`src/hw/rtcpc_pkg.sv`:
```
// package for the prescaled real-time counter core: register map, fields, modes
// Notes on behaviour
// [RULE1] a 10-bit prescaler divides the source clock and steps a 32-bit counter
// [RULE2] modes: 0 wide 32-bit counter, 1 half 16-bit counter, 2 calendar with alarm
// [RULE3] mode, prescaler, clear-on-hit and hour format are written only while disabled
// [RULE4] the whole event output control register is written only while disabled
// [RULE5] software clears enable, waits for sync busy low, then changes protected fields
// [RULE6] protected fields ride along with enable set to 1, never with enable cleared
// [RULE7] in calendar mode software must set the prescaler for a 1 Hz tick
// [RULE8] tick rate is source clock rate divided by two to the prescaler setting
// [RULE9] enabled: counter steps once per tick; disabled: counter and prescaler hold
// [RULE10] sync busy stays high from an enable write until the counter side takes it
package rtcpc_pkg;

  // byte offsets of the word registers
  localparam logic [4:0] ADDR_CTRL  = 5'h00;
  localparam logic [4:0] ADDR_EVCTL = 5'h04;
  localparam logic [4:0] ADDR_SYNC  = 5'h08;
  localparam logic [4:0] ADDR_IRQST = 5'h0C;
  localparam logic [4:0] ADDR_IRQMK = 5'h10;
  localparam logic [4:0] ADDR_COUNT = 5'h14;
  localparam logic [4:0] ADDR_CMP   = 5'h18;

  // control_word_a field positions
  localparam int CTRL_EN_BIT   = 1;
  localparam int CTRL_MODE_LSB = 2;
  localparam int CTRL_HFMT_BIT = 6;
  localparam int CTRL_CLR_BIT  = 7;
  localparam int CTRL_PSC_LSB  = 8;

  localparam int PSC_W     = 10;
  localparam int PSC_SEL_W = 4;
  localparam logic [PSC_SEL_W-1:0] PSC_MAX = 4'hA;
  localparam int CNT_W     = 32;

  // event and interrupt bit positions (same layout in both registers)
  localparam int EV_OVF_BIT = 0;
  localparam int EV_CMP_BIT = 1;
  localparam int EV_W       = 2;

  // calendar field layout inside the counter word
  localparam int CAL_SEC_LSB = 0;
  localparam int CAL_MIN_LSB = 6;
  localparam int CAL_HR_LSB  = 12;
  localparam int CAL_DAY_LSB = 17;
  localparam int CAL_MON_LSB = 22;
  localparam int CAL_YR_LSB  = 26;

  typedef enum logic [1:0] {
    RTCPC_WIDE = 2'b00,   // wide_counter_mode
    RTCPC_HALF = 2'b01,   // half_counter_mode
    RTCPC_CAL  = 2'b10
  } rtcpc_mode_e;

  // protected part of control_word_a
  typedef struct packed {
    logic [PSC_SEL_W-1:0] psc;
    logic                 clear_on_compare_hit;
    logic                 hour_format_select;   // 1 selects 12-hour with pm flag
    rtcpc_mode_e          mode;
  } rtcpc_cfg_s;

  localparam rtcpc_cfg_s CFG_RST = '{psc: 4'h0, clear_on_compare_hit: 1'b0,
                                     hour_format_select: 1'b0, mode: RTCPC_WIDE};

endpackage

```
`src/hw/rtcpc_core.sv`:
```
// prescaled real-time counter core with classic wishbone register slave
`timescale 1ns/1ps
module rtcpc_core
  import rtcpc_pkg::*;
(
  // clock and reset
  input  wire logic                         clk_i,
  input  wire logic                         rst_i,
  // oscillator source clock pin, sampled
  input  wire logic                         timekeeper_source_clock_i,
  // wishbone slave
  input  wire logic                         wb_cyc_i,
  input  wire logic                         wb_stb_i,
  input  wire logic                         wb_we_i,
  input  wire logic [4:0]                   wb_adr_i,
  input  wire logic [3:0]                   wb_sel_i,
  input  wire logic [31:0]                  wb_dat_i,
  output logic      [31:0]                  wb_dat_o,
  output logic                              wb_ack_o,
  output logic                              wb_err_o,
  // events and interrupt
  output logic                              event_ovf_o,
  output logic                              event_cmp_o,
  output logic                              irq_o
);
  import rtcpc_pkg::*;

  logic              osc_s1_r, osc_s2_r, osc_s3_r;
  logic              osc_edge;
  logic              enable_r;
  logic              run_r;
  logic              busy_r;
  rtcpc_cfg_s        cfg_r;
  logic [EV_W-1:0]   evctl_r;
  logic [EV_W-1:0]   irq_st_r;
  logic [EV_W-1:0]   irq_mk_r;
  logic [CNT_W-1:0]  count_r;
  logic [CNT_W-1:0]  cmp_r;
  logic [PSC_W-1:0]  psc_r;
  logic [PSC_W-1:0]  psc_mask;
  logic              tick;
  logic              hit;
  logic              wrap;
  logic [CNT_W-1:0]  count_nxt;
  logic [CNT_W-1:0]  cal_nxt;
  logic              cal_wrap;
  logic              acc;
  logic              wr;
  logic              mapped;
  logic              wr_ctrl;
  logic              prot_ok;
  logic [31:0]       rd_data;

  // two flops before the pin is looked at; third flop only for the edge
  always_ff @(posedge clk_i)
  begin
    if (rst_i)
    begin
      osc_s1_r <= 1'b0;
      osc_s2_r <= 1'b0;
      osc_s3_r <= 1'b0;
    end
    else
    begin
      osc_s1_r <= timekeeper_source_clock_i;
      osc_s2_r <= osc_s1_r;
      osc_s3_r <= osc_s2_r;
    end
  end
  assign osc_edge = osc_s2_r & ~osc_s3_r;

  // bus decode; one access per request, ack for one cycle
  assign acc     = wb_cyc_i & wb_stb_i & ~wb_ack_o & ~wb_err_o;
  assign mapped  = (wb_adr_i[1:0] == 2'b00) && (wb_adr_i <= ADDR_CMP);
  assign wr      = acc & mapped & wb_we_i;
  assign wr_ctrl = wr && (wb_adr_i == ADDR_CTRL) && wb_sel_i[0] && wb_sel_i[1];
  // protected fields only while fully stopped, so a write clearing enable never carries them
  assign prot_ok = ~enable_r & ~run_r & ~busy_r; // [RULE3] [RULE5] [RULE6]

  always_ff @(posedge clk_i)
  begin
    if (rst_i)
    begin
      wb_ack_o <= 1'b0;
      wb_err_o <= 1'b0;
      wb_dat_o <= 32'h0000_0000;
    end
    else
    begin
      wb_ack_o <= acc & mapped;
      wb_err_o <= acc & ~mapped;
      wb_dat_o <= (acc & mapped & ~wb_we_i) ? rd_data : 32'h0000_0000;
    end
  end

  // read mux; unused bits read zero
  always_comb
  begin
    rd_data = 32'h0000_0000;
    unique case (wb_adr_i)
      ADDR_CTRL:
      begin
        rd_data[CTRL_EN_BIT]                     = enable_r;
        rd_data[CTRL_MODE_LSB +: 2]              = cfg_r.mode;
        rd_data[CTRL_HFMT_BIT]                   = cfg_r.hour_format_select;
        rd_data[CTRL_CLR_BIT]                    = cfg_r.clear_on_compare_hit;
        rd_data[CTRL_PSC_LSB +: PSC_SEL_W]       = cfg_r.psc;
      end
      ADDR_EVCTL: rd_data[EV_W-1:0] = evctl_r;
      ADDR_SYNC:  rd_data[0]        = busy_r;     // [RULE10]
      ADDR_IRQST: rd_data[EV_W-1:0] = irq_st_r;
      ADDR_IRQMK: rd_data[EV_W-1:0] = irq_mk_r;
      ADDR_COUNT: rd_data           = count_r;
      ADDR_CMP:   rd_data           = cmp_r;
      default:    rd_data           = 32'h0000_0000;
    endcase
  end

  // control word: enable always writable, the rest only when stopped
  always_ff @(posedge clk_i)
  begin
    if (rst_i)
    begin
      enable_r <= 1'b0;
      cfg_r    <= CFG_RST;
    end
    else if (wr_ctrl)
    begin
      enable_r <= wb_dat_i[CTRL_EN_BIT];
      if (prot_ok) // [RULE3] [RULE6]
      begin
        // reserved mode code falls back to the wide counter
        cfg_r.mode <= (wb_dat_i[CTRL_MODE_LSB +: 2] == 2'b11) ? RTCPC_WIDE
                    : rtcpc_mode_e'(wb_dat_i[CTRL_MODE_LSB +: 2]);
        cfg_r.hour_format_select   <= wb_dat_i[CTRL_HFMT_BIT];
        cfg_r.clear_on_compare_hit <= wb_dat_i[CTRL_CLR_BIT];
        cfg_r.psc <= (wb_dat_i[CTRL_PSC_LSB +: PSC_SEL_W] > PSC_MAX) ? PSC_MAX
                   : wb_dat_i[CTRL_PSC_LSB +: PSC_SEL_W];
      end
    end
  end

  // event output control is protected as a whole
  always_ff @(posedge clk_i)
  begin
    if (rst_i)
      evctl_r <= '0;
    else if (wr && (wb_adr_i == ADDR_EVCTL) && wb_sel_i[0] && prot_ok) // [RULE4]
      evctl_r <= wb_dat_i[EV_W-1:0];
  end

  // enable crosses to the tick side at the next oscillator edge; busy until then
  always_ff @(posedge clk_i)
  begin
    if (rst_i)
    begin
      run_r  <= 1'b0;
      busy_r <= 1'b0;
    end
    else
    begin
      if (osc_edge)
        run_r <= enable_r;
      if (wr_ctrl)
        busy_r <= 1'b1;                          // [RULE10]
      else if (osc_edge)
        busy_r <= 1'b0;                          // [RULE10]
    end
  end

  // prescaler: tick when the low psc bits are all ones, giving osc / 2^psc
  assign psc_mask = PSC_W'((11'h001 << cfg_r.psc) - 11'h001); // [RULE8]
  assign tick     = run_r & osc_edge & ((psc_r & psc_mask) == psc_mask); // [RULE1] [RULE8]

  always_ff @(posedge clk_i)
  begin
    if (rst_i)
      psc_r <= '0;
    else if (run_r & osc_edge)                   // [RULE9] holds while stopped
      psc_r <= psc_r + PSC_W'(1);
  end

  // calendar step; 12-hour form keeps hours 1..12 with the pm flag in bit 4
  always_comb
  begin
    logic [5:0] s, m, y;
    logic [4:0] h, d, dmax;
    logic [3:0] mo;
    s = count_r[CAL_SEC_LSB +: 6];
    m = count_r[CAL_MIN_LSB +: 6];
    h = count_r[CAL_HR_LSB  +: 5];
    d = count_r[CAL_DAY_LSB +: 5];
    mo = count_r[CAL_MON_LSB +: 4];
    y = count_r[CAL_YR_LSB  +: 6];
    cal_wrap = 1'b0;
    unique case (mo)
      4'h2:                      dmax = (y[1:0] == 2'b00) ? 5'd29 : 5'd28;
      4'h4, 4'h6, 4'h9, 4'hB:    dmax = 5'd30;
      default:                   dmax = 5'd31;
    endcase
    if (s < 6'd59)
      s = s + 6'd1;
    else
    begin
      s = 6'd0;
      if (m < 6'd59)
        m = m + 6'd1;
      else
      begin
        m = 6'd0;
        if (cfg_r.hour_format_select)
        begin
          // 11 -> 12 toggles am/pm; 12 -> 1 keeps it; day rolls at 12 am
          if (h[3:0] == 4'd11)
            h = {~h[4], 4'd12};
          else if (h[3:0] >= 4'd12)
            h = {h[4], 4'd1};
          else
            h = {h[4], h[3:0] + 4'd1};
        end
        else
          h = (h < 5'd23) ? h + 5'd1 : 5'd0;
        if (cfg_r.hour_format_select ? (h == 5'h0C) : (h == 5'd0))
        begin
          if (d < dmax)
            d = d + 5'd1;
          else
          begin
            d = 5'd1;
            if (mo < 4'd12)
              mo = mo + 4'd1;
            else
            begin
              mo = 4'd1;
              cal_wrap = (y == 6'd63);
              y = y + 6'd1;
            end
          end
        end
      end
    end
    cal_nxt = {y, mo, d, h, m, s};
  end

  // per-mode next count and wrap
  always_comb
  begin
    unique case (cfg_r.mode)                     // [RULE2]
      RTCPC_HALF:
      begin
        count_nxt = {16'h0000, count_r[15:0] + 16'h0001};
        wrap      = (count_r[15:0] == 16'hFFFF);
      end
      RTCPC_CAL:
      begin
        count_nxt = cal_nxt;
        wrap      = cal_wrap;
      end
      default:
      begin
        count_nxt = count_r + 32'h0000_0001;
        wrap      = (count_r == 32'hFFFF_FFFF);
      end
    endcase
  end

  assign hit = (cfg_r.mode == RTCPC_HALF) ? (count_r[15:0] == cmp_r[15:0]) : (count_r == cmp_r);

  // counter: software write wins, else one step per tick; on hit if asked, wide clears, calendar loads 0x0442_0000, half steps on
  always_ff @(posedge clk_i)
  begin
    if (rst_i)
      count_r <= 32'h0000_0000;
    else if (wr && (wb_adr_i == ADDR_COUNT) && (&wb_sel_i))
      count_r <= wb_dat_i;
    else if (tick)                               // [RULE9]
    begin
      if (hit && cfg_r.clear_on_compare_hit && (cfg_r.mode != RTCPC_HALF))
        count_r <= (cfg_r.mode == RTCPC_CAL) ? 32'h0442_0000 : 32'h0000_0000;
      else
        count_r <= count_nxt;                    // [RULE1] [RULE2]
    end
  end

  // compare / alarm value
  always_ff @(posedge clk_i)
  begin
    if (rst_i)
      cmp_r <= 32'h0000_0000;
    else if (wr && (wb_adr_i == ADDR_CMP) && (&wb_sel_i))
      cmp_r <= wb_dat_i;
  end

  // event pulses gated by event output control
  always_ff @(posedge clk_i)
  begin
    if (rst_i)
    begin
      event_ovf_o <= 1'b0;
      event_cmp_o <= 1'b0;
    end
    else
    begin
      event_ovf_o <= tick & wrap & evctl_r[EV_OVF_BIT];
      event_cmp_o <= tick & hit & evctl_r[EV_CMP_BIT];
    end
  end

  // sticky status, write one to clear; a new event in the same cycle wins
  always_ff @(posedge clk_i)
  begin
    if (rst_i)
    begin
      irq_st_r <= '0;
      irq_mk_r <= '0;
    end
    else
    begin
      irq_st_r <= (irq_st_r & ~((wr && (wb_adr_i == ADDR_IRQST) && wb_sel_i[0]) ? wb_dat_i[EV_W-1:0] : '0))
                | {tick & hit, tick & wrap};
      if (wr && (wb_adr_i == ADDR_IRQMK) && wb_sel_i[0])
        irq_mk_r <= wb_dat_i[EV_W-1:0];
    end
  end

  assign irq_o = |(irq_st_r & irq_mk_r);

endmodule

```
`config.mk`:
```
export PLATFORM = sky130hd
export DESIGN_NAME = rtcpc_core
export DESIGN_NICKNAME = d
export VERILOG_FILES = /design/src/hw/rtcpc_pkg.sv /design/src/hw/rtcpc_core.sv
export SDC_FILE = /design/constraint.sdc
export NUM_CORES = 1
export LEC_CHECK = 0
export BUFFER_PORTS_ARGS = -buffer_cell sky130_fd_sc_hd__buf_2
export CORE_ASPECT_RATIO = 1.2
export CORE_MARGIN = 2
export CORE_UTILIZATION = 55
export CTS_CLUSTER_SIZE = 16
export DETAILED_ROUTE_END_ITERATION = 6
export GPL_ROUTABILITY_DRIVEN = 1
export PLACE_DENSITY = 0.85
export SLEW_MARGIN = 10
export SYNTH_ARGS = -nofsm -noshare
export SYNTH_HDL_FRONTEND = slang
export SYNTH_SLANG_ARGS = --single-unit
```
`constraint.sdc`:
```
create_clock -name clk_i -period 3.8 [get_ports clk_i]
set_clock_uncertainty 0.2 [all_clocks]
set_input_delay 0.76 -clock clk_i [delete_from_list [all_inputs] [get_ports clk_i]]
set_output_delay 0.76 -clock clk_i [all_outputs]
set_load 0.005 [all_outputs]
```
# After elaboration in Yosys (flattened, before gate mapping)
# Index checks and enable logic that the tools add are counted.
[totals]
in_bits = 47
output_inout_bits = 37
wordCells = 189
ff_bits = 130
[op_classes]
n_bitwise = 31
order_cmp = 8
reduce_logical = 33
n_shift = 1
muxes = 51
n_addsub = 11
n_eq_ne = 28
[op_table]
columns = ["op", "n"]
rows = [
  ["2-to-1 mux 32 bit", 3],
  ["one-hot mux 32 bit (2 select lines)", 1],
  ["2-to-1 mux 5 bit", 11],
  ["2-to-1 mux 6 bit", 8],
  ["one-hot mux 20 bit (2 select lines)", 1],
  ["adder 32 x 1 -> 32 bit (second input constant)", 1],
  ["equality test 32 bit", 1],
  ["equality test 32 bit (second input constant)", 1],
  ["2-to-1 mux 4 bit", 7],
  ["2-to-1 mux 27 bit", 1],
  ["inequality test 4 bit (second input constant)", 5],
  ["adder 6 x 1 -> 6 bit (second input constant)", 3],
  ["one-hot mux 6 bit (3 select lines)", 1],
  ["logical AND 1 bit", 17],
  ["adder 16 x 1 -> 16 bit (second input constant)", 1],
  ["AND 1 bit", 16],
  ["equality test 16 bit", 1],
  ["equality test 16 bit (second input constant)", 1],
  ["equality test 5 x 4 -> 1 bit (second input constant)", 3],
  ["equality test 5 bit (second input constant)", 3],
  ["equality test 4 bit (second input constant)", 3],
  ["less-than comparator 6 bit (second input constant)", 2],
  ["one-hot mux 1 bit (6 select lines)", 2],
  ["adder 10 x 1 -> 10 bit (second input constant)", 1],
  ["38 further kinds", 69],
]

# Logic depth before layout (Yosys ltp)
# Gate-level depths: netlist of run 1.
[logic_depth]
ltp_word = 15
mapped_depth = 13
mapped_depth_nobuf = 11

# Worst setup path after synthesis of run 1
# OpenSTA, ideal clock, no wires.
[synth_timing]
kind = "flip-flop to flip-flop"
start = "register cfg_r[4] (netlist name)"
end = "register count_r[29]"
period_less_slack_ns = 3.416
arrival_time_ns = 3.099
stages_incl_launch_ff = 12
path_buffers = 2
slack_ns = 0.384
path_cell_list = "dfxtp_1 > buf_4 > or4_2 > ha_1 > clkbuf_1 > nor4b_1 > a32o_1 > nor4_2 > o2111ai_4 > o2bb2ai_2 > a221o_1 > a32o_1"
[synth_via]
elab_chain_cells = 7
[synth_lines]
columns = ["element", "line_no", "rtl"]
rows = [
  ["start: declaration", "rtcpc_core.sv:33", "rtcpc_cfg_s cfg_r;"],
  ["left shift 1 x 4 -> 10 bit (*)", "rtcpc_core.sv:172", "assign psc_mask = PSC_W'((11'h001 << cfg_r.psc) - 11'h001);"],
  ["subtractor 10 x 1 -> 10 bit (*)", "rtcpc_core.sv:172", ""],
  ["AND 10 bit", "rtcpc_core.sv:173", "assign tick = run_r & osc_edge & ((psc_r & psc_mask) == psc_mask);"],
  ["equality test 10 bit (*)", "rtcpc_core.sv:173", ""],
  ["AND 1 bit (*)", "rtcpc_core.sv:173", ""],
  ["nonzero test 2 bit (no line) (*)", "--", ""],
  ["AND reduction 6 bit (no line) (*)", "--", ""],
  ["end signal: assignment", "rtcpc_core.sv:275", "count_r <= wb_dat_i;"],
  ["end signal: assignment", "rtcpc_core.sv:279", "count_r <= (cfg_r.mode == RTCPC_CAL) ? 32'h0442_0000 : 32'h0000_0000;"],
  ["end signal: assignment", "rtcpc_core.sv:281", "count_r <= count_nxt;"],
  ["end: declaration", "rtcpc_core.sv:37", "logic [CNT_W-1:0] count_r;"],
]
# Mark *: on every way between the ends. The rest lies on a longest branch, timed or not.
# A chain may end at the register's enable or synchronous reset.

# Worst setup path after layout of run 1
[layout_timing]
start = "register cfg_r[7] (netlist name)"
end = "register count_r[20]"
[layout_via]
elab_chain_cells = 7
[layout_lines]
columns = ["element", "line_no"]
rows = [
  ["left shift 1 x 4 -> 10 bit (*)", "rtcpc_core.sv:172"],
  ["subtractor 10 x 1 -> 10 bit (*)", "rtcpc_core.sv:172"],
  ["AND 10 bit", "rtcpc_core.sv:173"],
  ["equality test 10 bit (*)", "rtcpc_core.sv:173"],
  ["AND 1 bit (*)", "rtcpc_core.sv:173"],
  ["nonzero test 2 bit (no line) (*)", "--"],
  ["AND reduction 4 bit (no line) (*)", "--"],
]
# Marks and branches as above.

==> out/qor.tcl, run 1 <==
set qor(cp-startpoint) {cfg_r[7]$_SDFFE_PP0P_}
set qor(count_of_flip_flops_with_a_built_in_enable_after_synthesis) 0
set qor(area_growth_syn_to_layout_pct) 15.0
set qor(cts_tree) {done}
set qor(drt_wl_total_um) 21400
set qor(reg2reg_setup_slack_ns) 0.25
set qor(deepest_clock_path_buffer_count) 2
set qor(detail_route.drc_violations) 2
set qor(final-max-slew-violation-count) 0
set qor(drt-vias-per-instance) 6.31
set qor(report.power.total_w) 0.00327
set qor(gr-usage-all-layers) 0.286
set qor(initial_utilization) 0.567
set qor(finalHoldViolCount) 0
set qor(failed_checks) {design-rule violations}
set qor(fillers) 1128
set qor(floorplan.io_pins) 84
set qor(worst-slew-pin-transition_ns) 1.09
set qor(post-route-period-util) 0.935
set qor(critPathSlowestCell) {or4_2}
set qor(synth_fp_nets) 994
set qor(regToRegStartpoint) {cfg_r[7]$_SDFFE_PP0P_}
set qor(gp_congestion) 0.939
set qor(synthesis.instances) 932
set qor(layout.cells.most_common) {dfxtp_1}
set qor(fin_tns_setup_ns) 0
set qor(stdcell_area_mm2) 0.00871
set qor(pin_count_of_the_biggest_net_entering_global_routing) 94
set qor(setup-violations-final) 0
set qor(final_antenna_net_count) 0
set qor(worst-setup-path-type) {reg -> reg}
set qor(tritoncts.num_buffers) 17
set qor(slowest_delay_ns) 0.56
set qor(cts-root-buf) {clkbuf_16}
set qor(synth_async_sr_flop_share) 0
set qor(finalCoreUtilization) 0.652
set qor(synth-seq-area-share) 0.344
set qor(layout.cells.most_common_list) {dfxtp_1 (130), nand2_1 (125), nor2_1 (85)}
set qor(cts.sinks) 130
set qor(grt_antenna_before_repair) 0
set qor(max-vdd-ir-drop_v) 0.000328
set qor(ys.warnings.count) 0
set qor(drt-initial-drc-count) 659
set qor(worst_setup_slack_after_layout_ns) 0.246
set qor(rsz0062_at_grt) {false}
set qor(max_freq_ghz) 0.281
set qor(worst_setup_hold_path_clk_slew_ns) 0.06
set qor(fp.dieArea_mm2) 0.0147
set qor(preCtsSetupSlack_ns) 0.278
set qor(die_width_um) 111
set qor(synth_area_mm2) 0.00757
set qor(clock_tree.htree_level_count) 4
set qor(p_per_area_mw_per_mm2) 376
set qor(post_drt_wl_per_cell_um) 18.4
set qor(ys_top_cells_by_area) {dfxtp_1 (34%), nand2_1 (6.2%), a21oi_1 (5.4%)}
set qor(first_global_vias) 6784
set qor(floorplan.die.height_um) 133
set qor(holdCritStartpoint) {osc_s1_r$_SDFF_PP0_}
set qor(drive_gt1_frac) 0.188
set qor(dr.pass1.iters) 7
set qor(setup.worst_path.start_class) {flop}
set qor(nets) 1044
set qor(ctsHoldBuffers) 0
set qor(buffer_ports.inserted) 83
set qor(postSynthAreaPerCell_um2) 8.13
set qor(hpwl_dp_um) 14700
set qor(route.vias.total) 7328
set qor(min_path_type) {reg -> reg}
set qor(flip_flop_and_latch_count_after_synthesis) 130
set qor(post-synth-top-area-cell) {dfxtp_1}
set qor(worst-endpoint-arrival_ns) 3.61
set qor(grt_first_pass_wirelength_um) 34400
set qor(postPlaceCellArea_mm2) 0.00803
set qor(coreArea_mm2) 0.0134
set qor(rows) 46
set qor(grt_remaining_overflow) 0
set qor(worst_setup_path_end_kind) {flop}
set qor(critical_path.max_fanout) 10
set qor(netlist.area_leader.share) 0.344
set qor(post_cts_resize_count) 0
set qor(fin_crit_ns) 3.55
set qor(leakagePower_nw) 3.04
set qor(status) {complete, but fails checks}
set qor(synth_flop_cell) {dfxtp_1}
set qor(maxSlewHeadroom) 0.272
set qor(antenna_cells) 0
set qor(path_cells) {or4_2, ha_1, nor4b_1, a32o_1, nor4_2, o2111ai_4, o2bb2ai_2, a21oi_1, a211oi_1}
set qor(synth_cell_types) 88
set qor(worst-endpoint-required_ns) 3.85
set qor(max-cap-violations) 0
set qor(clk_latency_ns) 0.42
[routing by layer]
layer,up-vias,part of all wire,global-route usage
met1,3433,0.40,0.351
met4,0,0.039,0.140
met2,358,0.49,0.484
li1,3471,-,-
met3,66,0.073,0.0541
met5,-,0,0
[critical path: cells and delay by family (launching register included)]
kind / cells / cell delay [ns]
simple gates: 3 / 1.10
flops: 1 / 0.39
compound gates: 5 / 1.35
fa+ha+maj: 1 / 0.33
[path summary, 6_finish.rpt]
kind	end	depth (start not counted)
worst max register to register	count_r[20]$_SDFFE_PP0P_	9
worst max-delay path	count_r[20]$_SDFFE_PP0P_	9
worst min-delay path	osc_s2_r$_SDFF_PP0_	1
worst min register to register	osc_s2_r$_SDFF_PP0_	1
[repair_timing]
| item | 4_1_cts | 5_1_grt |
|---|---|---|
| setup buffers | 0 | 1 |
| setup endpoints to repair | 0 | 2 |
| endpoints found under the hold margin | 0 | 0 |
[kinds of logic after synthesis]
logic type | synth area share
buffers and inverters | 0.0684
muxes | 0.0159
DFF | 0.344
AOI/OAI and AO/OA | 0.248
and+or+nand+nor | 0.235
xor gates and xnor gates | 0.0624
adders and majority gates | 0.0261
[area by class of cell]
type,count,area [um^2],share of cell area
Sequential cell,130,2600,0.299
Clock inverter,12,204,0.0234
Multi-Input combinational cell,697,4470,0.514
Inverter,20,75.1,0.00862
Tap cell,168,210,0.0241
Clock buffer,19,453,0.0520
Timing Repair Buffer,116,691,0.0793
[cells in the mapped netlist (11+ instances only)]
cell	number
dfxtp_1	130
nand2_1	125
nor2_1	85
a21oi_1	82
xnor2_1	46
clkbuf_1	42
a22oi_1	41
nand3_1	30
o21ai_0	30
buf_2	24
inv_1	20
nand4_1	20
ha_1	15
and3_1	13
nor3_1	13
mux2i_1	12
buf_4	11
nor2b_1	11
[stage by stage]
stage               hold WS, ns  cells
floorplan                 0.214    932
CTS                       0.250   1161
finish                    0.241   1162
global route              0.264   1162
detailed placement        0.231   1130
global placement          0.223   1130
[state kept, by name, summed over array words and instances, names as in the netlist]
| name | cells |
|---|---|
| wb_dat_o | 32 |
| wb_err_o | 1 |
| evctl_r | 2 |
| count_r | 32 |
| irq_mk_r | 2 |
| osc_s3_r | 1 |
| event_cmp_o | 1 |
| run_r | 1 |
| irq_st_r | 2 |
| event_ovf_o | 1 |
| psc_r | 10 |
| osc_s2_r | 1 |
| cfg_r | 8 |
| cmp_r | 32 |
| busy_r | 1 |
| enable_r | 1 |
| osc_s1_r | 1 |
| wb_ack_o | 1 |
[report_power, final]
part / switching, W / internal (W)
clock network: 0.000626 / 0.00120
logic: 0.0000574 / 0.0000270
registers: 0.000000740 / 0.00137
total: 0.000684 / 0.00259
(Power assumes the default switching activity.)
==> run 2, diff against run 1 <==
Settings changed: CAP_MARGIN set to 10, RECOVER_POWER set to 25.
==> run 2 against run 1 <==
The flow now finishes without violations. Routed wire length up 0.15%. Utilization down 0.16 points. Design area down 0.24%. Sequential share of layout area up 0.073 points. Worst hold slack about the same. Register-to-register slack about the same. Fmax about the same. Sequential power about the same. Worst setup slack worse by 0.0031 ns. Global-route usage unchanged. Largest power group unchanged.
==> out/qor.tcl, run 2 (same netlist as run 1, synthesis figures left out) <==
set qor(status) {finished, final reports clean}
set qor(worst_hold_path_cells) 1 ;# unchanged
set qor(max-cap-violations) 0 ;# unchanged
set qor(first_global_vias) 6784 ;# unchanged
set qor(p_per_area_mw_per_mm2) 377 ;# +0.23%
set qor(finalHoldViolCount) 0 ;# unchanged
set qor(drt_wl_total_um) 21500 ;# +0.15%
set qor(grt_antenna_before_repair) 0 ;# unchanged
set qor(holdCritStartpoint) {osc_s1_r$_SDFF_PP0_}
set qor(regToRegStartpoint) {cfg_r[7]$_SDFFE_PP0P_}
set qor(worst-slew-pin-transition_ns) 1.06 ;# -0.0324 ns
set qor(largest_registers) {cmp_r: 32 flops, count_r: 32 flops, wb_dat_o: 32 flops}
set qor(layout.cells.most_common_list) {dfxtp_1 (130), nand2_1 (125), nor2_1 (85)}
set qor(hpwl_dp_um) 14700 ;# unchanged
set qor(coreArea_mm2) 0.0134 ;# unchanged
set qor(gp_congestion) 0.939 ;# unchanged
set qor(clk_latency_ns) 0.42 ;# about the same
set qor(final_antenna_net_count) 0 ;# unchanged
set qor(layout.cells.most_common) {dfxtp_1}
set qor(area_growth_syn_to_layout_pct) 14.7
set qor(fp.dieArea_mm2) 0.0147 ;# unchanged
set qor(route.vias.total) 7381 ;# +0.72%
set qor(fin_tns_setup_ns) 0 ;# unchanged
set qor(deepest_clock_path_buffer_count) 2 ;# unchanged
set qor(postPlaceCellArea_mm2) 0.00803 ;# unchanged
set qor(critical_path.max_fanout) 10 ;# unchanged
set qor(grt_first_pass_wirelength_um) 34400 ;# unchanged
set qor(pin_count_of_the_biggest_net_entering_global_routing) 94 ;# unchanged
set qor(clock_tree.htree_level_count) 4 ;# unchanged
set qor(min_path_type) {reg -> reg}
set qor(antenna_cells) 0 ;# unchanged
set qor(grt_remaining_overflow) 0 ;# unchanged
set qor(max-vdd-ir-drop_v) 0.000328 ;# +0.18%
set qor(cts_tree) {done}
set qor(initial_utilization) 0.567 ;# unchanged
set qor(rows) 46 ;# unchanged
set qor(die_width_um) 111 ;# unchanged
set qor(gr-usage-all-layers) 0.286 ;# unchanged
set qor(post-route-period-util) 0.936 ;# about the same
set qor(setup.worst_path.start_class) {flop}
set qor(drt-vias-per-instance) 6.35 ;# +0.72%
set qor(fin_crit_ns) 3.56 ;# +0.00315 ns
set qor(drt-initial-drc-count) 617 ;# -6.4%
set qor(cts-root-buf) {clkbuf_16}
set qor(floorplan.io_pins) 84 ;# unchanged
set qor(worst-setup-path-type) {reg -> reg}
set qor(fillers) 1135 ;# +0.62%
set qor(timing.rr.end) {count_r[20]$_SDFFE_PP0P_}
set qor(post_cts_resize_count) 0 ;# unchanged
set qor(post_drt_wl_per_cell_um) 18.5 ;# +0.15%
set qor(reg2reg_setup_slack_ns) 0.24 ;# about the same
set qor(cts.sinks) 130 ;# unchanged
set qor(ctsHoldBuffers) 0 ;# unchanged
set qor(nets) 1044 ;# unchanged
set qor(dr.pass1.iters) 6 ;# -1
set qor(setup-violations-final) 0 ;# unchanged
set qor(worst_setup_path_end_kind) {flop}
set qor(drive_gt1_frac) 0.177 ;# -0.0111
set qor(floorplan.die.height_um) 133 ;# unchanged
set qor(worst-endpoint-required_ns) 3.85 ;# about the same
set qor(buffer_ports.inserted) 83 ;# unchanged
set qor(min_delay_worst_endpoint) {osc_s2_r$_SDFF_PP0_}
set qor(final-max-slew-violation-count) 0 ;# unchanged
set qor(detail_route.drc_violations) 0 ;# -2
set qor(worst-endpoint-arrival_ns) 3.61 ;# about the same
set qor(worstRegToRegCells) 9 ;# unchanged
set qor(max_freq_ghz) 0.281 ;# about the same
set qor(leakagePower_nw) 2.99 ;# -1.5%
set qor(tritoncts.num_buffers) 17 ;# unchanged
set qor(worst_setup_hold_path_clk_slew_ns) 0.06 ;# about the same
set qor(cts_post_setup_buffers_inserted) 0 ;# unchanged
set qor(maxSlewHeadroom) 0.293 ;# +0.0216
set qor(rsz0062_at_grt) {false}
set qor(stdcell_area_mm2) 0.00868 ;# -0.24%
run 2: worst max-delay path by stage:
stage	startpoint	slack, ns	endpoint
4_1_cts	cfg_r[4]$_SDFFE_PP0P_	0.27	count_r[7]$_SDFFE_PP0P_
6_report	cfg_r[7]$_SDFFE_PP0P_	0.24	count_r[20]$_SDFFE_PP0P_
3_3_place_gp	cfg_r[4]$_SDFFE_PP0P_	0.32	count_r[7]$_SDFFE_PP0P_
2_1_floorplan	cfg_r[4]$_SDFFE_PP0P_	0.38	count_r[29]$_SDFFE_PP0P_
5_1_grt	cfg_r[7]$_SDFFE_PP0P_	0.03	count_r[20]$_SDFFE_PP0P_
3_5_place_dp	cfg_r[4]$_SDFFE_PP0P_	0.28	count_r[20]$_SDFFE_PP0P_
run 2: final cells by class:
type,count,area (um^2),area share
clock buffer,19,453,0.0522
clock inverter,12,204,0.0235
inverter,20,75.1,0.00864
multi-input combinational,697,4460,0.514
sequential,130,2600,0.300
tap,168,210,0.0242
timing repair buffer,116,676,0.0778
run 2: critical path: stages (launching register included):
cell       delay (ns)
dfxtp_1          0.39
or4_2            0.56
ha_1             0.33
nor4b_1          0.19
a32o_1           0.22
nor4_2           0.35
o2111ai_4        0.29
o2bb2ai_2        0.25
a21oi_1          0.43
a211oi_1         0.15
run 2: routing by layer:
layer | routed length (um) | global-route usage
met1 | 8590 | 0.351
met2 | 10500 | 0.484
met3 | 1430 | 0.0541
met4 | 919 | 0.140
met5 | 0 | 0
run 2: stage by stage:
| step | hold slack [ns] | power (W) | utilization | setup slack (ns) | cells |
|---|---|---|---|---|---|
| 2_1_floorplan | 0.214 | 0.00143 | - | 0.384 | 932 |
| 3_3_place_gp | 0.223 | 0.00148 | 0.601 | 0.322 | 1130 |
| 3_5_place_dp | 0.231 | 0.00148 | 0.601 | 0.278 | 1130 |
| 4_1_cts | 0.250 | 0.00328 | 0.650 | 0.274 | 1161 |
| 5_1_grt | 0.264 | 0.00335 | 0.650 | 0.0345 | 1162 |
| 6_report | 0.241 | 0.00327 | 0.650 | 0.243 | 1162 |
run 2: report_power, final:
part	switching (W)	internal (W)	leakage (nW)	total, W
Clock	0.000627	0.00120	0.312	0.00182
Combinational	0.0000567	0.0000264	1.63	0.0000831
Sequential	0.000000736	0.00137	1.05	0.00137
Total	0.000684	0.00259	2.99	0.00327
